$ cat src/core/dacc_pkg.sv
// Summary of operation
// - Bit 21 reads the inverse of the fault output pin level.
// - Bits 20:16 read this register's address; reset word reads 0x110000.
// - Sense buffers for power-control sensing are on only while bit 11 is set.
// - Writing command 100 to bits 10:8 starts one conversion of selected node.
// - Unassigned input-select codes are reserved and convert to zero.
// - Code 00000 main die temperature, 00001 buck die temperature.
// - Code 00011 external reference, valid only while reference enable is set.
// - Code 00100 routes the secondary 1.23 V internal reference.
// - Codes 01101 and 01110 route positive and negative sense buffers.
// - Supplies 10100-10110, grounds 11000-11010, rails 11011-11101, 11111 ref out.
// - Code 11110 routes a buck die node chosen by the second buck settings.
// - Four modes: key sequence, auto sequence, immediate single, single key.
package dacc_pkg;
    localparam int DACC_WORD_W = 22;
    localparam int DACC_ADDR_W = 5;
    localparam logic [4:0] DACC_REG_ADDR = 5'h11;
    localparam logic [21:0] DACC_RESET_WORD = 22'h110000;
    localparam int DACC_FAULT_BIT = 21;
    localparam int DACC_ADDR_HI = 20;
    localparam int DACC_ADDR_LO = 16;
    localparam int DACC_RSV_HI_HI = 15;
    localparam int DACC_RSV_HI_LO = 12;
    localparam int DACC_BUF_BIT = 11;
    localparam int DACC_CMD_HI = 10;
    localparam int DACC_CMD_LO = 8;
    localparam int DACC_RSV_LO_HI = 7;
    localparam int DACC_RSV_LO_LO = 5;
    localparam int DACC_SEL_HI = 4;
    localparam logic [2:0] DACC_CMD_SINGLE = 3'h4;
    localparam logic [2:0] DACC_CMD_IDLE = 3'h0;

    typedef enum logic [4:0]
    {
        DACC_N_MAIN_TEMP = 5'h00,
        DACC_N_BUCK_TEMP = 5'h01,
        DACC_N_EXT_REF = 5'h03,
        DACC_N_SECOND_REF = 5'h04,
        DACC_N_SENSE_POS = 5'h0D,
        DACC_N_SENSE_NEG = 5'h0E,
        DACC_N_ANA_SUPPLY = 5'h14,
        DACC_N_LDO = 5'h15,
        DACC_N_LOGIC = 5'h16,
        DACC_N_REF_GND = 5'h18,
        DACC_N_ANA_GND = 5'h19,
        DACC_N_DIG_GND = 5'h1A,
        DACC_N_PWR_RAIL = 5'h1B,
        DACC_N_AVDD2 = 5'h1C,
        DACC_N_AVSS = 5'h1D,
        DACC_N_BUCK_NODE = 5'h1E,
        DACC_N_REF_OUT = 5'h1F
    } dacc_node_t;

    typedef enum logic [1:0]
    {
        DACC_MODE_KEY_SEQ = 2'h0,
        DACC_MODE_AUTO_SEQ = 2'h1,
        DACC_MODE_IMMEDIATE = 2'h2,
        DACC_MODE_SINGLE_KEY = 2'h3
    } dacc_mode_t;
endpackage

$ cat src/core/dacc_node_decode.sv
`timescale 1ns/1ns
module dacc_node_decode
    import dacc_pkg::*;
(
    input wire logic [4:0] sel,
    input wire logic ext_ref_enable,
    output logic [31:0] node_onehot,
    output logic node_valid
);
    // One-hot analog mux steering; reserved codes steer nothing so the result is zero
    always_comb
    begin
        node_onehot = 32'h0;
        node_valid = 1'b1;
        unique case (sel)
            DACC_N_MAIN_TEMP, DACC_N_BUCK_TEMP: ;
            DACC_N_SECOND_REF: ;
            DACC_N_SENSE_POS, DACC_N_SENSE_NEG: ;
            DACC_N_ANA_SUPPLY, DACC_N_LDO, DACC_N_LOGIC, DACC_N_REF_GND, DACC_N_ANA_GND,
            DACC_N_DIG_GND, DACC_N_PWR_RAIL, DACC_N_AVDD2, DACC_N_AVSS, DACC_N_REF_OUT: ;
            DACC_N_BUCK_NODE: ;
            DACC_N_EXT_REF: node_valid = ext_ref_enable;
            default: node_valid = 1'b0;
        endcase
        if (node_valid)
        begin
            node_onehot[sel] = 1'b1;
        end
    end
endmodule

$ cat src/core/dacc_top.sv
`timescale 1ns/1ns
module dacc_top
    import dacc_pkg::*;
(
    input wire logic core_clk,
    input wire logic rst,
    input wire logic reg_wr,
    input wire logic [21:0] reg_wdata,
    input wire logic reg_rd,
    output logic [21:0] reg_rdata,
    input wire logic fault_pin,
    input wire logic ext_ref_enable,
    input wire logic [1:0] conv_mode,
    input wire logic conv_busy,
    output logic power_sense_buffer_on,
    output logic [4:0] diag_input_choice,
    output logic [31:0] mux_onehot,
    output logic conv_start,
    output logic [1:0] conv_mode_out,
    output logic zero_result
);
    logic fault_s1_q;
    logic fault_s2_q;
    logic buf_q;
    logic buf_d;
    logic [4:0] sel_q;
    logic [4:0] sel_d;
    logic [2:0] cmd_q;
    logic [2:0] cmd_d;
    logic start_q;
    logic start_d;
    logic [1:0] mode_q;
    logic [1:0] mode_d;
    logic [21:0] rdata_q;
    logic [21:0] rdata_d;
    logic zero_q;
    logic zero_d;
    logic [31:0] onehot;
    logic node_valid;

    dacc_node_decode u_dec
    (
        .sel(sel_q),
        .ext_ref_enable(ext_ref_enable),
        .node_onehot(onehot),
        .node_valid(node_valid)
    );

    // Fault pin is asynchronous to the core
    always_ff @(posedge core_clk)
    begin
        if (rst)
        begin
            // Idle pin level is high, so the status bit reads clear after reset
            fault_s1_q <= 1'b1;
            fault_s2_q <= 1'b1;
        end
        else
        begin
            fault_s1_q <= fault_pin;
            fault_s2_q <= fault_s1_q;
        end
    end

    always_comb
    begin
        buf_d = buf_q;
        sel_d = sel_q;
        cmd_d = cmd_q;
        mode_d = conv_mode;
        start_d = 1'b0;
        zero_d = zero_q;
        if (reg_wr)
        begin
            buf_d = reg_wdata[DACC_BUF_BIT];
            sel_d = reg_wdata[DACC_SEL_HI:0];
            cmd_d = reg_wdata[DACC_CMD_HI:DACC_CMD_LO];
            // Reserved command patterns are stored but start nothing
            if (reg_wdata[DACC_CMD_HI:DACC_CMD_LO] == DACC_CMD_SINGLE)
            begin
                start_d = 1'b1;
                zero_d = 1'b0;
            end
        end
        if (start_q)
        begin
            // Reserved node: conversion result forced to zero
            zero_d = !node_valid;
        end
        rdata_d = rdata_q;
        if (reg_rd)
        begin
            rdata_d = '0;
            rdata_d[DACC_FAULT_BIT] = !fault_s2_q;
            rdata_d[DACC_ADDR_HI:DACC_ADDR_LO] = DACC_REG_ADDR;
            rdata_d[DACC_BUF_BIT] = buf_q;
            rdata_d[DACC_CMD_HI:DACC_CMD_LO] = cmd_q;
            rdata_d[DACC_SEL_HI:0] = sel_q;
        end
    end

    always_ff @(posedge core_clk)
    begin
        if (rst)
        begin
            buf_q <= 1'b0;
            sel_q <= 5'h00;
            cmd_q <= DACC_CMD_IDLE;
            start_q <= 1'b0;
            mode_q <= DACC_MODE_KEY_SEQ;
            rdata_q <= DACC_RESET_WORD;
            zero_q <= 1'b0;
        end
        else
        begin
            buf_q <= buf_d;
            sel_q <= sel_d;
            cmd_q <= cmd_d;
            start_q <= start_d;
            mode_q <= mode_d;
            rdata_q <= rdata_d;
            zero_q <= zero_d;
        end
    end

    assign reg_rdata = rdata_q;
    assign power_sense_buffer_on = buf_q;
    assign diag_input_choice = sel_q;
    assign mux_onehot = onehot;
    assign conv_start = start_q;
    assign conv_mode_out = mode_q;
    assign zero_result = zero_q;

    // Command decode and start pulse
    a_single_start: assert property (@(posedge core_clk) disable iff (rst)
        reg_wr && reg_wdata[DACC_CMD_HI:DACC_CMD_LO] == DACC_CMD_SINGLE |=> conv_start)
        else $error("command write did not start a conversion");

    a_one_pulse: assert property (@(posedge core_clk) disable iff (rst)
        conv_start |=> !conv_start
            || $past(reg_wr && reg_wdata[DACC_CMD_HI:DACC_CMD_LO] == DACC_CMD_SINGLE))
        else $error("conversion started without new command");

    // A start with no command behind it would double-convert a node
    a_start_cause: assert property (@(posedge core_clk) disable iff (rst)
        conv_start |-> $past(reg_wr && reg_wdata[DACC_CMD_HI:DACC_CMD_LO] == DACC_CMD_SINGLE))
        else $error("conversion started with no command write");

    a_no_rsv_start: assert property (@(posedge core_clk) disable iff (rst)
        reg_wr && reg_wdata[DACC_CMD_HI:DACC_CMD_LO] != DACC_CMD_SINGLE |=> !conv_start)
        else $error("reserved command started a conversion");

    a_sel_follow: assert property (@(posedge core_clk) disable iff (rst)
        reg_wr |=> diag_input_choice == $past(reg_wdata[DACC_SEL_HI:0]))
        else $error("input choice not taken from write");

    // Register fields
    a_buf_follow: assert property (@(posedge core_clk) disable iff (rst)
        reg_wr |=> power_sense_buffer_on == $past(reg_wdata[DACC_BUF_BIT]))
        else $error("buffer enable not taken from write");

    a_addr_field: assert property (@(posedge core_clk) disable iff (rst)
        $past(reg_rd) |-> reg_rdata[DACC_ADDR_HI:DACC_ADDR_LO] == DACC_REG_ADDR)
        else $error("address field wrong on read");

    a_rdata_hold: assert property (@(posedge core_clk) disable iff (rst)
        !reg_rd |=> $stable(reg_rdata))
        else $error("read word changed without a read");

    a_fault_inv: assert property (@(posedge core_clk) disable iff (rst)
        reg_rd |=> reg_rdata[DACC_FAULT_BIT] == !$past(fault_s2_q))
        else $error("fault status not inverted pin");

    // Conversion result
    a_rsv_zero: assert property (@(posedge core_clk) disable iff (rst)
        conv_start && !node_valid |=> zero_result)
        else $error("reserved node did not yield zero");

    // A start in the same cycle re-evaluates the flag, so it is left out here
    a_zero_clear: assert property (@(posedge core_clk) disable iff (rst)
        reg_wr && reg_wdata[DACC_CMD_HI:DACC_CMD_LO] == DACC_CMD_SINGLE && !conv_start
            |=> !zero_result)
        else $error("zero result not cleared by command");

    a_onehot_clean: assert property (@(posedge core_clk) disable iff (rst)
        $onehot0(mux_onehot))
        else $error("more than one node routed");

    // Multiplexer routing
    a_ext_ref: assert property (@(posedge core_clk) disable iff (rst)
        diag_input_choice == DACC_N_EXT_REF && !ext_ref_enable |-> mux_onehot == 32'h0)
        else $error("external reference routed while disabled");

    a_ext_ref_on: assert property (@(posedge core_clk) disable iff (rst)
        diag_input_choice == DACC_N_EXT_REF && ext_ref_enable |-> mux_onehot == 32'h8)
        else $error("external reference not routed while enabled");

    a_main_temp: assert property (@(posedge core_clk) disable iff (rst)
        diag_input_choice == DACC_N_MAIN_TEMP |-> mux_onehot == 32'h1)
        else $error("main temperature not routed");

    a_buck_temp: assert property (@(posedge core_clk) disable iff (rst)
        diag_input_choice == DACC_N_BUCK_TEMP |-> mux_onehot == 32'h2)
        else $error("buck temperature not routed");

    a_secondary_internal_reference_route: assert property (@(posedge core_clk) disable iff (rst)
        diag_input_choice == DACC_N_SECOND_REF |-> mux_onehot == 32'h10)
        else $error("secondary reference not routed");

    a_sense_pos: assert property (@(posedge core_clk) disable iff (rst)
        diag_input_choice == DACC_N_SENSE_POS |-> mux_onehot == 32'h2000)
        else $error("positive sense buffer not routed");

    a_sense_neg: assert property (@(posedge core_clk) disable iff (rst)
        diag_input_choice == DACC_N_SENSE_NEG |-> mux_onehot == 32'h4000)
        else $error("negative sense buffer not routed");

    a_supply_route: assert property (@(posedge core_clk) disable iff (rst)
        diag_input_choice == DACC_N_ANA_SUPPLY |-> mux_onehot == 32'h100000)
        else $error("internal analog supply not routed");

    a_ground_route: assert property (@(posedge core_clk) disable iff (rst)
        diag_input_choice == DACC_N_REF_GND |-> mux_onehot == 32'h1000000)
        else $error("reference ground not routed");

    a_ref_out: assert property (@(posedge core_clk) disable iff (rst)
        diag_input_choice == DACC_N_REF_OUT |-> mux_onehot == 32'h80000000)
        else $error("reference output not routed");

    a_buck_node: assert property (@(posedge core_clk) disable iff (rst)
        diag_input_choice == DACC_N_BUCK_NODE |-> mux_onehot == 32'h40000000)
        else $error("buck die node not routed");

    // Operating mode
    a_mode_follow: assert property (@(posedge core_clk) disable iff (rst)
        !$past(rst) |-> conv_mode_out == $past(conv_mode))
        else $error("operating mode not passed on");

    c_start: cover property (@(posedge core_clk) conv_start);
    c_zero: cover property (@(posedge core_clk) conv_start ##1 zero_result);
    c_buf: cover property (@(posedge core_clk) power_sense_buffer_on);
    c_ext_ref: cover property (@(posedge core_clk) mux_onehot == 32'h8);
    c_single_key: cover property (@(posedge core_clk)
        conv_start && conv_mode_out == DACC_MODE_SINGLE_KEY);
endmodule

$ cat config.mk
export PLATFORM = sky130hd
export DESIGN_NAME = dacc_top
export DESIGN_NICKNAME = d
export VERILOG_FILES = /design/src/core/dacc_pkg.sv /design/src/core/dacc_node_decode.sv /design/src/core/dacc_top.sv
export SDC_FILE = /design/constraint.sdc
export NUM_CORES = 1
export LEC_CHECK = 0
export ABC_AREA = 1
export BUFFER_PORTS_ARGS = -buffer_cell sky130_fd_sc_hd__buf_4
export CORE_AREA = 2 2 60 62
export CTS_CLUSTER_DIAMETER = 200
export CTS_CLUSTER_SIZE = 10
export DETAILED_ROUTE_END_ITERATION = 16
export DIE_AREA = 0 0 62 64
export GPL_TIMING_DRIVEN = 0
export PLACE_DENSITY = 0.8
export SETUP_SLACK_MARGIN = 0.15
export SYNTH_ARGS = -nofsm -noshare
export SYNTH_HDL_FRONTEND = slang
export SYNTH_SLANG_ARGS = --single-unit
$ cat constraint.sdc
create_clock -name core_clk -period 1.4 [get_ports core_clk]
set_input_delay 0.14 -clock core_clk [delete_from_list [all_inputs] [get_ports core_clk]]
set_output_delay 0.14 -clock core_clk [all_outputs]
set_load 0.005 [all_outputs]
[Yosys cells after proc, flatten, opt, wreduce, memory -nomap -nowiden]
Index checks and enable logic that the tools add are counted.
Word-level totals
  bits of input ports: 31
  bits in registers: 25
  word-level logic and storage cells: 46
Operators by class
  eq/ne operators: 17
  muxes and demuxes: 8
  reduce and logical (&&, ||, !) cells: 9
  bitwise operators: 1
  $lt $le $gt $ge: 2
Operators by type and width (number)
  == test 5 bit, second input constant: 11
  2-to-1 mux 32 bit: 1
  OR reduction 16 bit: 1
  == test 5 x 4 -> 1 bit, second input constant: 2
  less-than comparator 5 x 6 -> 1 bit, second input constant: 1
  demux 1 bit (select 5 bit): 1
  == test 5 x 1 -> 1 bit, second input constant: 1
  == test 5 x 2 -> 1 bit, second input constant: 1
  == test 5 x 3 -> 1 bit, second input constant: 1
  greater-or-equal comparator 5 x 1 -> 1 bit, second input constant: 1
  zero test 5 bit: 1
  2-to-1 mux 1 bit: 5
  nonzero test 2 bit: 2
  == test 3 bit, second input constant: 1
  zero test 1 bit: 2
  case mux 1 bit (2 select lines): 1
  AND reduction 2 bit: 1
  OR reduction 2 bit: 1
  logical AND 1 bit: 1
  NOT 1 bit: 1

[Depth between registers and ports, before layout]
Gate-level depths: netlist of the first run.
  word-level depth: 5
  depth in mapped cells: 8
  mapped depth without buffers: 8

[Cells and area by module]
From an unflattened synthesis of the first run, not the netlist that was laid out.
Second synthesis, totals
  cell total of the unflattened synthesis: 178
  area total of the unflattened synthesis: 1337.5 um^2
By module, submodules not included
  dacc_top: cells each 115, area each 1002.2 um^2, times used 1
  dacc_node_decode: cells each 63, area each 335.3 um^2, times used 1

[Least setup slack after synthesis of the first run]
No wires, ideal clock.
  path kind: register -> register
  from: register sel_q[2], in the netlist diag_input_choice[2]
  to: register zero_q, in the netlist zero_result
  stages on the path, launching flop included: 8
  setup time: 111 ps
  clock period less this slack: 1051 ps
  path slack: 349 ps
  required time: 1289 ps
  path buffers: 0
  arrival time: 940 ps
  cell sequence: dfxtp_1 -> nand3_1 -> nor2_1 -> nor2_2 -> nand3_1 -> nor2_1 -> nor2_1 -> nor2_1
On the way
  word-level cells in the longest chain between the ends: 5
Ends and longest elaborated chain
  from (decl): RTL line dacc_top.sv:26  | logic [4:0] sel_q;
  from (signal assigned): RTL line dacc_top.sv:117  | sel_q <= sel_d;
  == test 5 x 1 -> 1 bit (tied with other cells): RTL line dacc_node_decode.sv:15  | unique case (sel)
  OR reduction 16 bit (no source line)
  case mux 1 bit (2 select lines) (*): RTL line dacc_node_decode.sv:15
  zero test 1 bit (*): RTL line dacc_top.sv:88  | zero_d = !node_valid;
  2-to-1 mux 1 bit (*): RTL line dacc_top.sv:85  | if (start_q)
  to (signal assigned): RTL line dacc_top.sv:122  | zero_q <= zero_d;
  to (decl): RTL line dacc_top.sv:36  | logic zero_q;
Mark *: on every way between the ends. The rest lies on a longest branch, timed or not.
A chain may end at the register's enable or synchronous reset.

[Final worst setup path of the first run]
  from: register sel_q[2], in the netlist diag_input_choice[2]
  to: output port mux_onehot[29]
On the way
  word-level cells in the longest chain between the ends: 5
Ends and longest elaborated chain
  less-than comparator 5 x 6 -> 1 bit (implied by the code) / greater-or-equal comparator 5 x 1 -> 1 bit (equally long branches): RTL line dacc_node_decode.sv:27  | node_onehot[sel] = 1'b1;
  logical AND 1 bit (implied by the code): RTL line dacc_node_decode.sv:27
  2-to-1 mux 1 bit (implied by the code): RTL line dacc_node_decode.sv:27
  demux 1 bit (select 5 bit)
  2-to-1 mux 32 bit (*): RTL line dacc_node_decode.sv:25  | if (node_valid)
  to (decl): RTL line dacc_top.sv:17  | output logic [31:0] mux_onehot,
Marked as above.

==> reports/results.ini, run 1 <==
[global_route]
first_global_vias = 1155
groute.layer.met2.usage = 0.253
first_pass_grt_wire_length_um = 4550
grt.overflow.total = 0
gr-usage-all-layers = 0.149
grt_most_used_layer = met2
grt_start_max_net_pins = 14
use_met3 = 0.0304
antenna_found_initial = 0
use_met1 = 0.159

[clocking]
root_buffer = sky130_fd_sc_hd__clkbuf_4
cts.path.max_buffers = 2
cts_buffer_count = 3
tritoncts_clock_tree = done
cts.sinks = 25
clk_pin_slew_ns = 0.13
clk_latency_ns = 0.32
cts_max_level = 1

[power_and_ir_drop]
power.share.combinational = 0.247
power.net_switching_w = 0.000425
worst_ir_drop_vdd_mv = 0.653
seq_power_share = 0.539
power.share.clock = 0.214
fraction_of_power_spent_switching_nets = 0.286
areal_power_density_over_the_cells_nw_per_um2 = 740
power.leakage_nw = 1.08
total_power_w = 0.00149
power_report.internal_total_w = 0.00106

[logic_synthesis]
synth_seq_area_share = 0.402
synth-seq-cells = 25
area_of_the_mapped_netlist_um2 = 1240
yosys.cell_count.top_type = sky130_fd_sc_hd__nor2_1
syn_inst = 174
share_of_the_synthesized_area_in_the_top_cell_type = 0.402
synthesis.area_per_instance_um2 = 7.15
synth_xor_area_frac = 0
synth_top_family_by_area = buffers and inverters
compound_gate_portion_of_the_synthesized_area = 0.127
netlist-cell-type-count = 19
post_synth_and_or_nand_nor_area_fraction = 0.226
share_of_synthesized_flip_flops_with_an_asynchronous_set_or_reset = 0
yosys_warnings = 0
synth_top_cells_by_count = 37 x sky130_fd_sc_hd__nor2_1, 27 x sky130_fd_sc_hd__buf_4, 25 x sky130_fd_sc_hd__dfxtp_1, 14 x sky130_fd_sc_hd__inv_1, 13 x sky130_fd_sc_hd__nand2_1
flip_flop_cell_with_the_highest_count_after_synthesis = sky130_fd_sc_hd__dfxtp_1
synth_top_cell_by_area = sky130_fd_sc_hd__dfxtp_1
synth_mux_area_frac = 0
synth_adder_area_share = 0
edff_count_synth = 0
synth_top_cells_by_area = sky130_fd_sc_hd__dfxtp_1 40%, sky130_fd_sc_hd__buf_4 16%, sky130_fd_sc_hd__nor2_1 11%, sky130_fd_sc_hd__a21oi_1 4.8%, sky130_fd_sc_hd__o21ai_0 4.8%

[sta]
timing.final.setup_violations = 0
setup_total_negative_slack_ns = 0
final_setup_skew_ns = 0.00462
timing_hold_violations_final = 0
finalWorstPathRequiredPeriod_ns = 1.35
final-max-slew-violation-count = 0
unrepaired_setup_endpoints_after_global_routing = yes
fmaxAchievable_mhz = 738
min_period_over_period = 0.968

[finish]
fillCellCount = 310
fin_cells = 311
final_layout_size_suffix_gt1_frac = 0.494
finalNetCount = 297
area_delta_synth_final_pct = 61.7
n_antenna_cell = 0

[drt]
detail_route.drc_violations = 0
wirelength_um = 3220
drt-initial-drc-count = 44
postRouteAntennaNets = 0
routedWlPerCell_um = 10.4
first_pass_iters = 4
drt-vias-per-instance = 4.17
num_vias = 1296

[placed_design]
gp_routability_congestion = 0.810
io_buffers = 53
detailedPlacementHpwl_um = 2400
placed_cells = 298

[floorplanning]
fp.dieH_um = 64
floorplan.rows = 21
die-width_um = 62
fp.dieArea_um2 = 3970
starting_density = 0.379
coreArea_um2 = 3280
num_ports = 95

[critical_path]
required_ns = 1.26
timing.critical_path.arrival_ns = 1.21
worst_path_max_delay_cell = sky130_fd_sc_hd__dfxtp_4
timing.critical_path.buf_inv = 3
worst-path-max-fanout = 7
timing.critical_path.max_delay_family = flip-flops
endpoint_kind = primary output
worstSetupPathType = reg2out
timing.critical_path.cells = inv_6 > nor2_1 > nand2_2 > inv_1 > buf_4
startpoint_type = flip-flop
critical_path.max_stage_delay_ns = 0.44

[worst_hold_path]
hp-class = in2reg

[run_status]
status = finished, final reports clean

[job]
drv_cap = 0

==> final cells by class <==
cell class | instances | area [um^2] | area share
buffer | 30 | 218 | 0.108
timing repair buffer | 62 | 473 | 0.235
tap | 46 | 57.6 | 0.0286
sequential | 25 | 519 | 0.258
clock buffer | 4 | 26.3 | 0.0131
multi-input combinational | 123 | 628 | 0.312
inverter | 21 | 88.8 | 0.0442
==> final timing paths <==
check,from,slack (ns),to,cells after the start
worst min register to register,fault_s2_q,0.41,reg_rdata[21],1
worst max-delay path,diag_input_choice[2],0.05,mux_onehot[29],5
worst min-delay path,conv_mode[0],0.02,conv_mode_out[0],3
worst max register to register,diag_input_choice[3],0.16,zero_result,9
==> power groups by stage <==
stage / clock (W) / sequential [W] / combinational (W)
5_1_grt: 0.000361 / 0.000809 / 0.000410
2_1_floorplan: 0 / 0.000802 / 0.000181
3_3_place_gp: 0 / 0.000803 / 0.000318
6_report: 0.000318 / 0.000801 / 0.000368
3_5_place_dp: 0 / 0.000804 / 0.000322
4_1_cts: 0.000333 / 0.000788 / 0.000332
==> cell families after synthesis <==
| family | count (synthesis) |
|---|---|
| AND/OR/NAND/NOR | 65 |
| buffers and inverters | 51 |
| AO/OA/AOI/OAI | 31 |
| other | 2 |
| flip-flops | 25 |
==> sequential cells by signal, summed over array words and instances (netlist names) <==
| signal | count |
|---|---|
| fault_s2_q | 1 |
| conv_mode_out | 2 |
| diag_input_choice | 5 |
| power_sense_buffer_on | 1 |
| reg_rdata | 10 |
| conv_start | 1 |
| cmd_q | 3 |
| fault_s1_q | 1 |
| zero_result | 1 |
==> metal layers <==
layer	vias to the layer above	routed length, um	share of wire
li1	671	-	-
met1	541	1240	0.38
met2	71	1520	0.47
met3	13	345	0.11
met4	0	118	0.037
met5	-	0	0
==> stage by stage <==
| step | worst slack (ns) | hold slack (ns) | area (um^2) | utilization |
|---|---|---|---|---|
| 6_report | 0.0453 | 0.0241 | 2010 | 0.612 |
| 5_1_grt | -0.0712 | 0.00628 | 2010 | 0.612 |
| 4_1_cts | 0.0568 | 0.000216 | 1880 | 0.571 |
| 3_5_place_dp | 0.166 | 0.327 | 1790 | 0.546 |
| 3_3_place_gp | 0.204 | 0.325 | 1790 | 0.546 |
| 2_1_floorplan | 0.349 | 0.211 | 1340 | - |
==> what timing repair did <==
action / in CTS / in global routing
hold buffers: 1 / 2
hold endpoints to repair: 1 / 2
pin swaps: 3 / 8
setup buffers: 2 / 4
setup endpoints to repair: 17 / 18
gates cloned: 0 / 0
gates resized for setup: 17 / 26
==> cells in the final DEF (no fill, tap or decap) <==
| master | count |
|---|---|
| sky130_fd_sc_hd__a21oi_1 | 12 |
| sky130_fd_sc_hd__dfxtp_4 | 5 |
| sky130_fd_sc_hd__buf_2 | 3 |
| sky130_fd_sc_hd__inv_4 | 2 |
| sky130_fd_sc_hd__nand2_4 | 5 |
| sky130_fd_sc_hd__nand3_4 | 1 |
| sky130_fd_sc_hd__conb_1 | 27 |
| sky130_fd_sc_hd__dfxtp_1 | 20 |
| sky130_fd_sc_hd__inv_6 | 1 |
| sky130_fd_sc_hd__dlygate4sd3_1 | 3 |
| sky130_fd_sc_hd__o21ai_1 | 6 |
| sky130_fd_sc_hd__inv_1 | 9 |
| sky130_fd_sc_hd__or2_2 | 2 |
| sky130_fd_sc_hd__nand3_2 | 1 |
| sky130_fd_sc_hd__nor2_2 | 6 |
| sky130_fd_sc_hd__nor2_4 | 4 |
| sky130_fd_sc_hd__nor2_1 | 29 |
| sky130_fd_sc_hd__clkbuf_1 | 1 |
| sky130_fd_sc_hd__a211oi_1 | 1 |
| sky130_fd_sc_hd__o21ai_0 | 12 |
| sky130_fd_sc_hd__inv_2 | 9 |
| sky130_fd_sc_hd__clkbuf_4 | 3 |
| sky130_fd_sc_hd__buf_4 | 86 |
| sky130_fd_sc_hd__nand3_1 | 2 |
| sky130_fd_sc_hd__nand4_1 | 3 |
| sky130_fd_sc_hd__nand2_2 | 3 |
| sky130_fd_sc_hd__nand2_1 | 9 |
==> worst min-delay path: stages <==
cell	delay, ns
sky130_fd_sc_hd__buf_4	0.11
sky130_fd_sc_hd__inv_1	0.04
sky130_fd_sc_hd__nor2_1	0.03
Power figures use the tool's default switching activity.
==> run 2: changes to the inputs <==
CORE_AREA = 2 2 59 61   (was 2 2 60 62)
CTS_BUF_LIST = sky130_fd_sc_hd__clkbuf_4 sky130_fd_sc_hd__clkbuf_8   (was default)
DIE_AREA = 0 0 61 63   (was 0 0 62 64)
PLACE_DENSITY = 0.83   (was 0.8)
==> run 2 against run 1 <==
Via count is 1.0% higher. First-iteration DRC count is 2.3% higher. Clock-buffer cell count stayed put. Sequential share of layout area is 0.68 points higher. Cell count is 0.96% lower. Combinational power is 2% lower. Sequential power is 0.6% lower. Core utilization is 0.59 points lower. Global-route usage is 1.0 points higher. Critical endpoint is now mux_onehot[13]. Highest routed layer unchanged.
==> reports/results.ini, run 2 (synthesized netlist as in run 1, its figures left out) <==
[run_status]
status = finished, final reports clean

[floorplanning]
fp.dieArea_um2 = 3840
fp.dieH_um = 63
starting_density = 0.385
die-width_um = 61
num_ports = 95
coreArea_um2 = 3230
floorplan.rows = 21

[critical_path]
timing.critical_path.arrival_ns = 1.19
required_ns = 1.26
worst-path-max-fanout = 6
startpoint_type = flip-flop
timing.critical_path.cells = inv_2 > nand2_2 > nor2_4 > inv_2 > nor2_1 > buf_4
worstSetupPathType = reg2out
critical_path.max_stage_delay_ns = 0.40
endpoint_kind = primary output
worst_path_max_delay_cell = sky130_fd_sc_hd__dfxtp_4
critical-path-top-cell-by-count = sky130_fd_sc_hd__inv_2

[drt]
detail_route.drc_violations = 0
wirelength_um = 3200
postRouteAntennaNets = 0
drt-vias-per-instance = 4.25
first_pass_iters = 6
routedWlPerCell_um = 10.4
num_vias = 1309
drt-initial-drc-count = 45

[power_and_ir_drop]
seq_power_share = 0.532
power.share.clock = 0.228
power.leakage_nw = 1.05
fraction_of_power_spent_switching_nets = 0.281
worst_ir_drop_vdd_mv = 0.664
power.net_switching_w = 0.000421
power_report.internal_total_w = 0.00108
total_power_w = 0.00150
areal_power_density_over_the_cells_nw_per_um2 = 764
power.share.combinational = 0.240

[placed_design]
pre_cts_ws_ns = 0.202
io_buffers = 53
gp_routability_congestion = 0.837
detailedPlacementHpwl_um = 2380

[sta]
setup_total_negative_slack_ns = 0
worst_slack_ns = 0.0743
timing_hold_violations_final = 0
final_setup_skew_ns = 0.00402
min_period_over_period = 0.947
finalWorstPathRequiredPeriod_ns = 1.33
final-max-slew-violation-count = 0
unrepaired_setup_endpoints_after_global_routing = yes
fmaxAchievable_mhz = 754
timing.final.setup_violations = 0

[clocking]
root_buffer = sky130_fd_sc_hd__clkbuf_4
tritoncts_clock_tree = done
cts_buffer_count = 3
cts_max_level = 1
cts.sinks = 25
clk_pin_slew_ns = 0.13
clk_latency_ns = 0.32
cts.path.max_buffers = 2

[finish]
fillCellCount = 309
seqCellArea_um2 = 519
n_antenna_cell = 0
largest_register_ff_count = 10
mostFrequentLayoutCells = 85 x sky130_fd_sc_hd__buf_4, 29 x sky130_fd_sc_hd__nor2_1, 27 x sky130_fd_sc_hd__conb_1, 20 x sky130_fd_sc_hd__dfxtp_1
multiInputGateArea_um2 = 606
area_delta_synth_final_pct = 57.5
final_layout_size_suffix_gt1_frac = 0.500
leading_cell_type_in_the_layout_fill_and_taps_excluded = sky130_fd_sc_hd__buf_4
finalNetCount = 294

[global_route]
first_global_vias = 1060
gr-usage-all-layers = 0.160
first_pass_grt_wire_length_um = 4660
grt.overflow.total = 0
grt_start_max_net_pins = 14
antenna_found_initial = 0

[worst_hold_path]
hp-class = in2reg

[job]
drv_cap = 0

## run 2: cell types whose count changed in the layout (fill, tap and decap cells not counted)
cell / delta
sky130_fd_sc_hd__dlygate4sd3_1: -2
sky130_fd_sc_hd__nor2_2: +1
sky130_fd_sc_hd__clkbuf_1: -1
sky130_fd_sc_hd__nand2_2: +3
sky130_fd_sc_hd__clkbuf_4: +1
sky130_fd_sc_hd__nand2_4: -3
sky130_fd_sc_hd__nand3_2: +2
sky130_fd_sc_hd__buf_4: -1
sky130_fd_sc_hd__nor2_4: -1
sky130_fd_sc_hd__nand3_1: -1
sky130_fd_sc_hd__inv_6: -1
sky130_fd_sc_hd__nand3_4: -1
sky130_fd_sc_hd__clkinv_1: +1
## run 2: per-layer routing
layer  GRT usage  vias up  share of wire
met5           0        -              0
met4      0.0652        0          0.016
met3      0.0393        4           0.11
met2       0.273       69           0.49
met1       0.183      567           0.39
li1            -      669              -
## run 2: path summary, 6_finish.rpt
| check | to | start | slack (ns) | depth (start not counted) |
|---|---|---|---|---|
| min | conv_mode_out[0] | rst | 0.01 | 2 |
| max | mux_onehot[13] | diag_input_choice[4] | 0.07 | 6 |
| max reg2reg | zero_result | diag_input_choice[0] | 0.16 | 9 |
| min reg2reg | reg_rdata[21] | fault_s2_q | 0.43 | 1 |
## run 2: final cells by class
cell class | count | share of cell area
Inverter | 21 | 0.0428
Sequential cell | 25 | 0.265
Tap cell | 46 | 0.0294
Timing Repair Buffer | 59 | 0.227
Buffer | 30 | 0.111
Multi-Input combinational cell | 123 | 0.309
Clock buffer | 4 | 0.0153
## run 2: critical path, delay by kind of cell (launching register included)
kind                   cells  cell delay [ns]
buffers and inverters      3             0.21
AND/OR/NAND/NOR            3             0.26
flip-flops                 1             0.40
## run 2: metrics by stage
stage	instances	utilization	hold WS [ns]	area [um^2]
floorplan	199	-	0.211	1340
global placement	298	0.555	0.325	1790
detailed placement	298	0.555	0.329	1790
CTS	307	0.588	0.0101	1900
global route	308	0.606	0.00694	1960
finish	308	0.606	0.0126	1960
## run 2: repair_timing
action	CTS	global route
endpoints found under the hold margin	1	0
buffers inserted	4	1
resized for setup	20	16
hold buffers	1	0
pin swaps	3	8
setup endpoints to repair	17	18
## run 2: power by group through the flow
stage	Clock [W]	Sequential (W)	Combinational, W
finish	0.000341	0.000796	0.000360
global route	0.000379	0.000802	0.000401
CTS	0.000345	0.000789	0.000339
detailed placement	0	0.000804	0.000320
global placement	0	0.000803	0.000316
floorplan	0	0.000802	0.000181
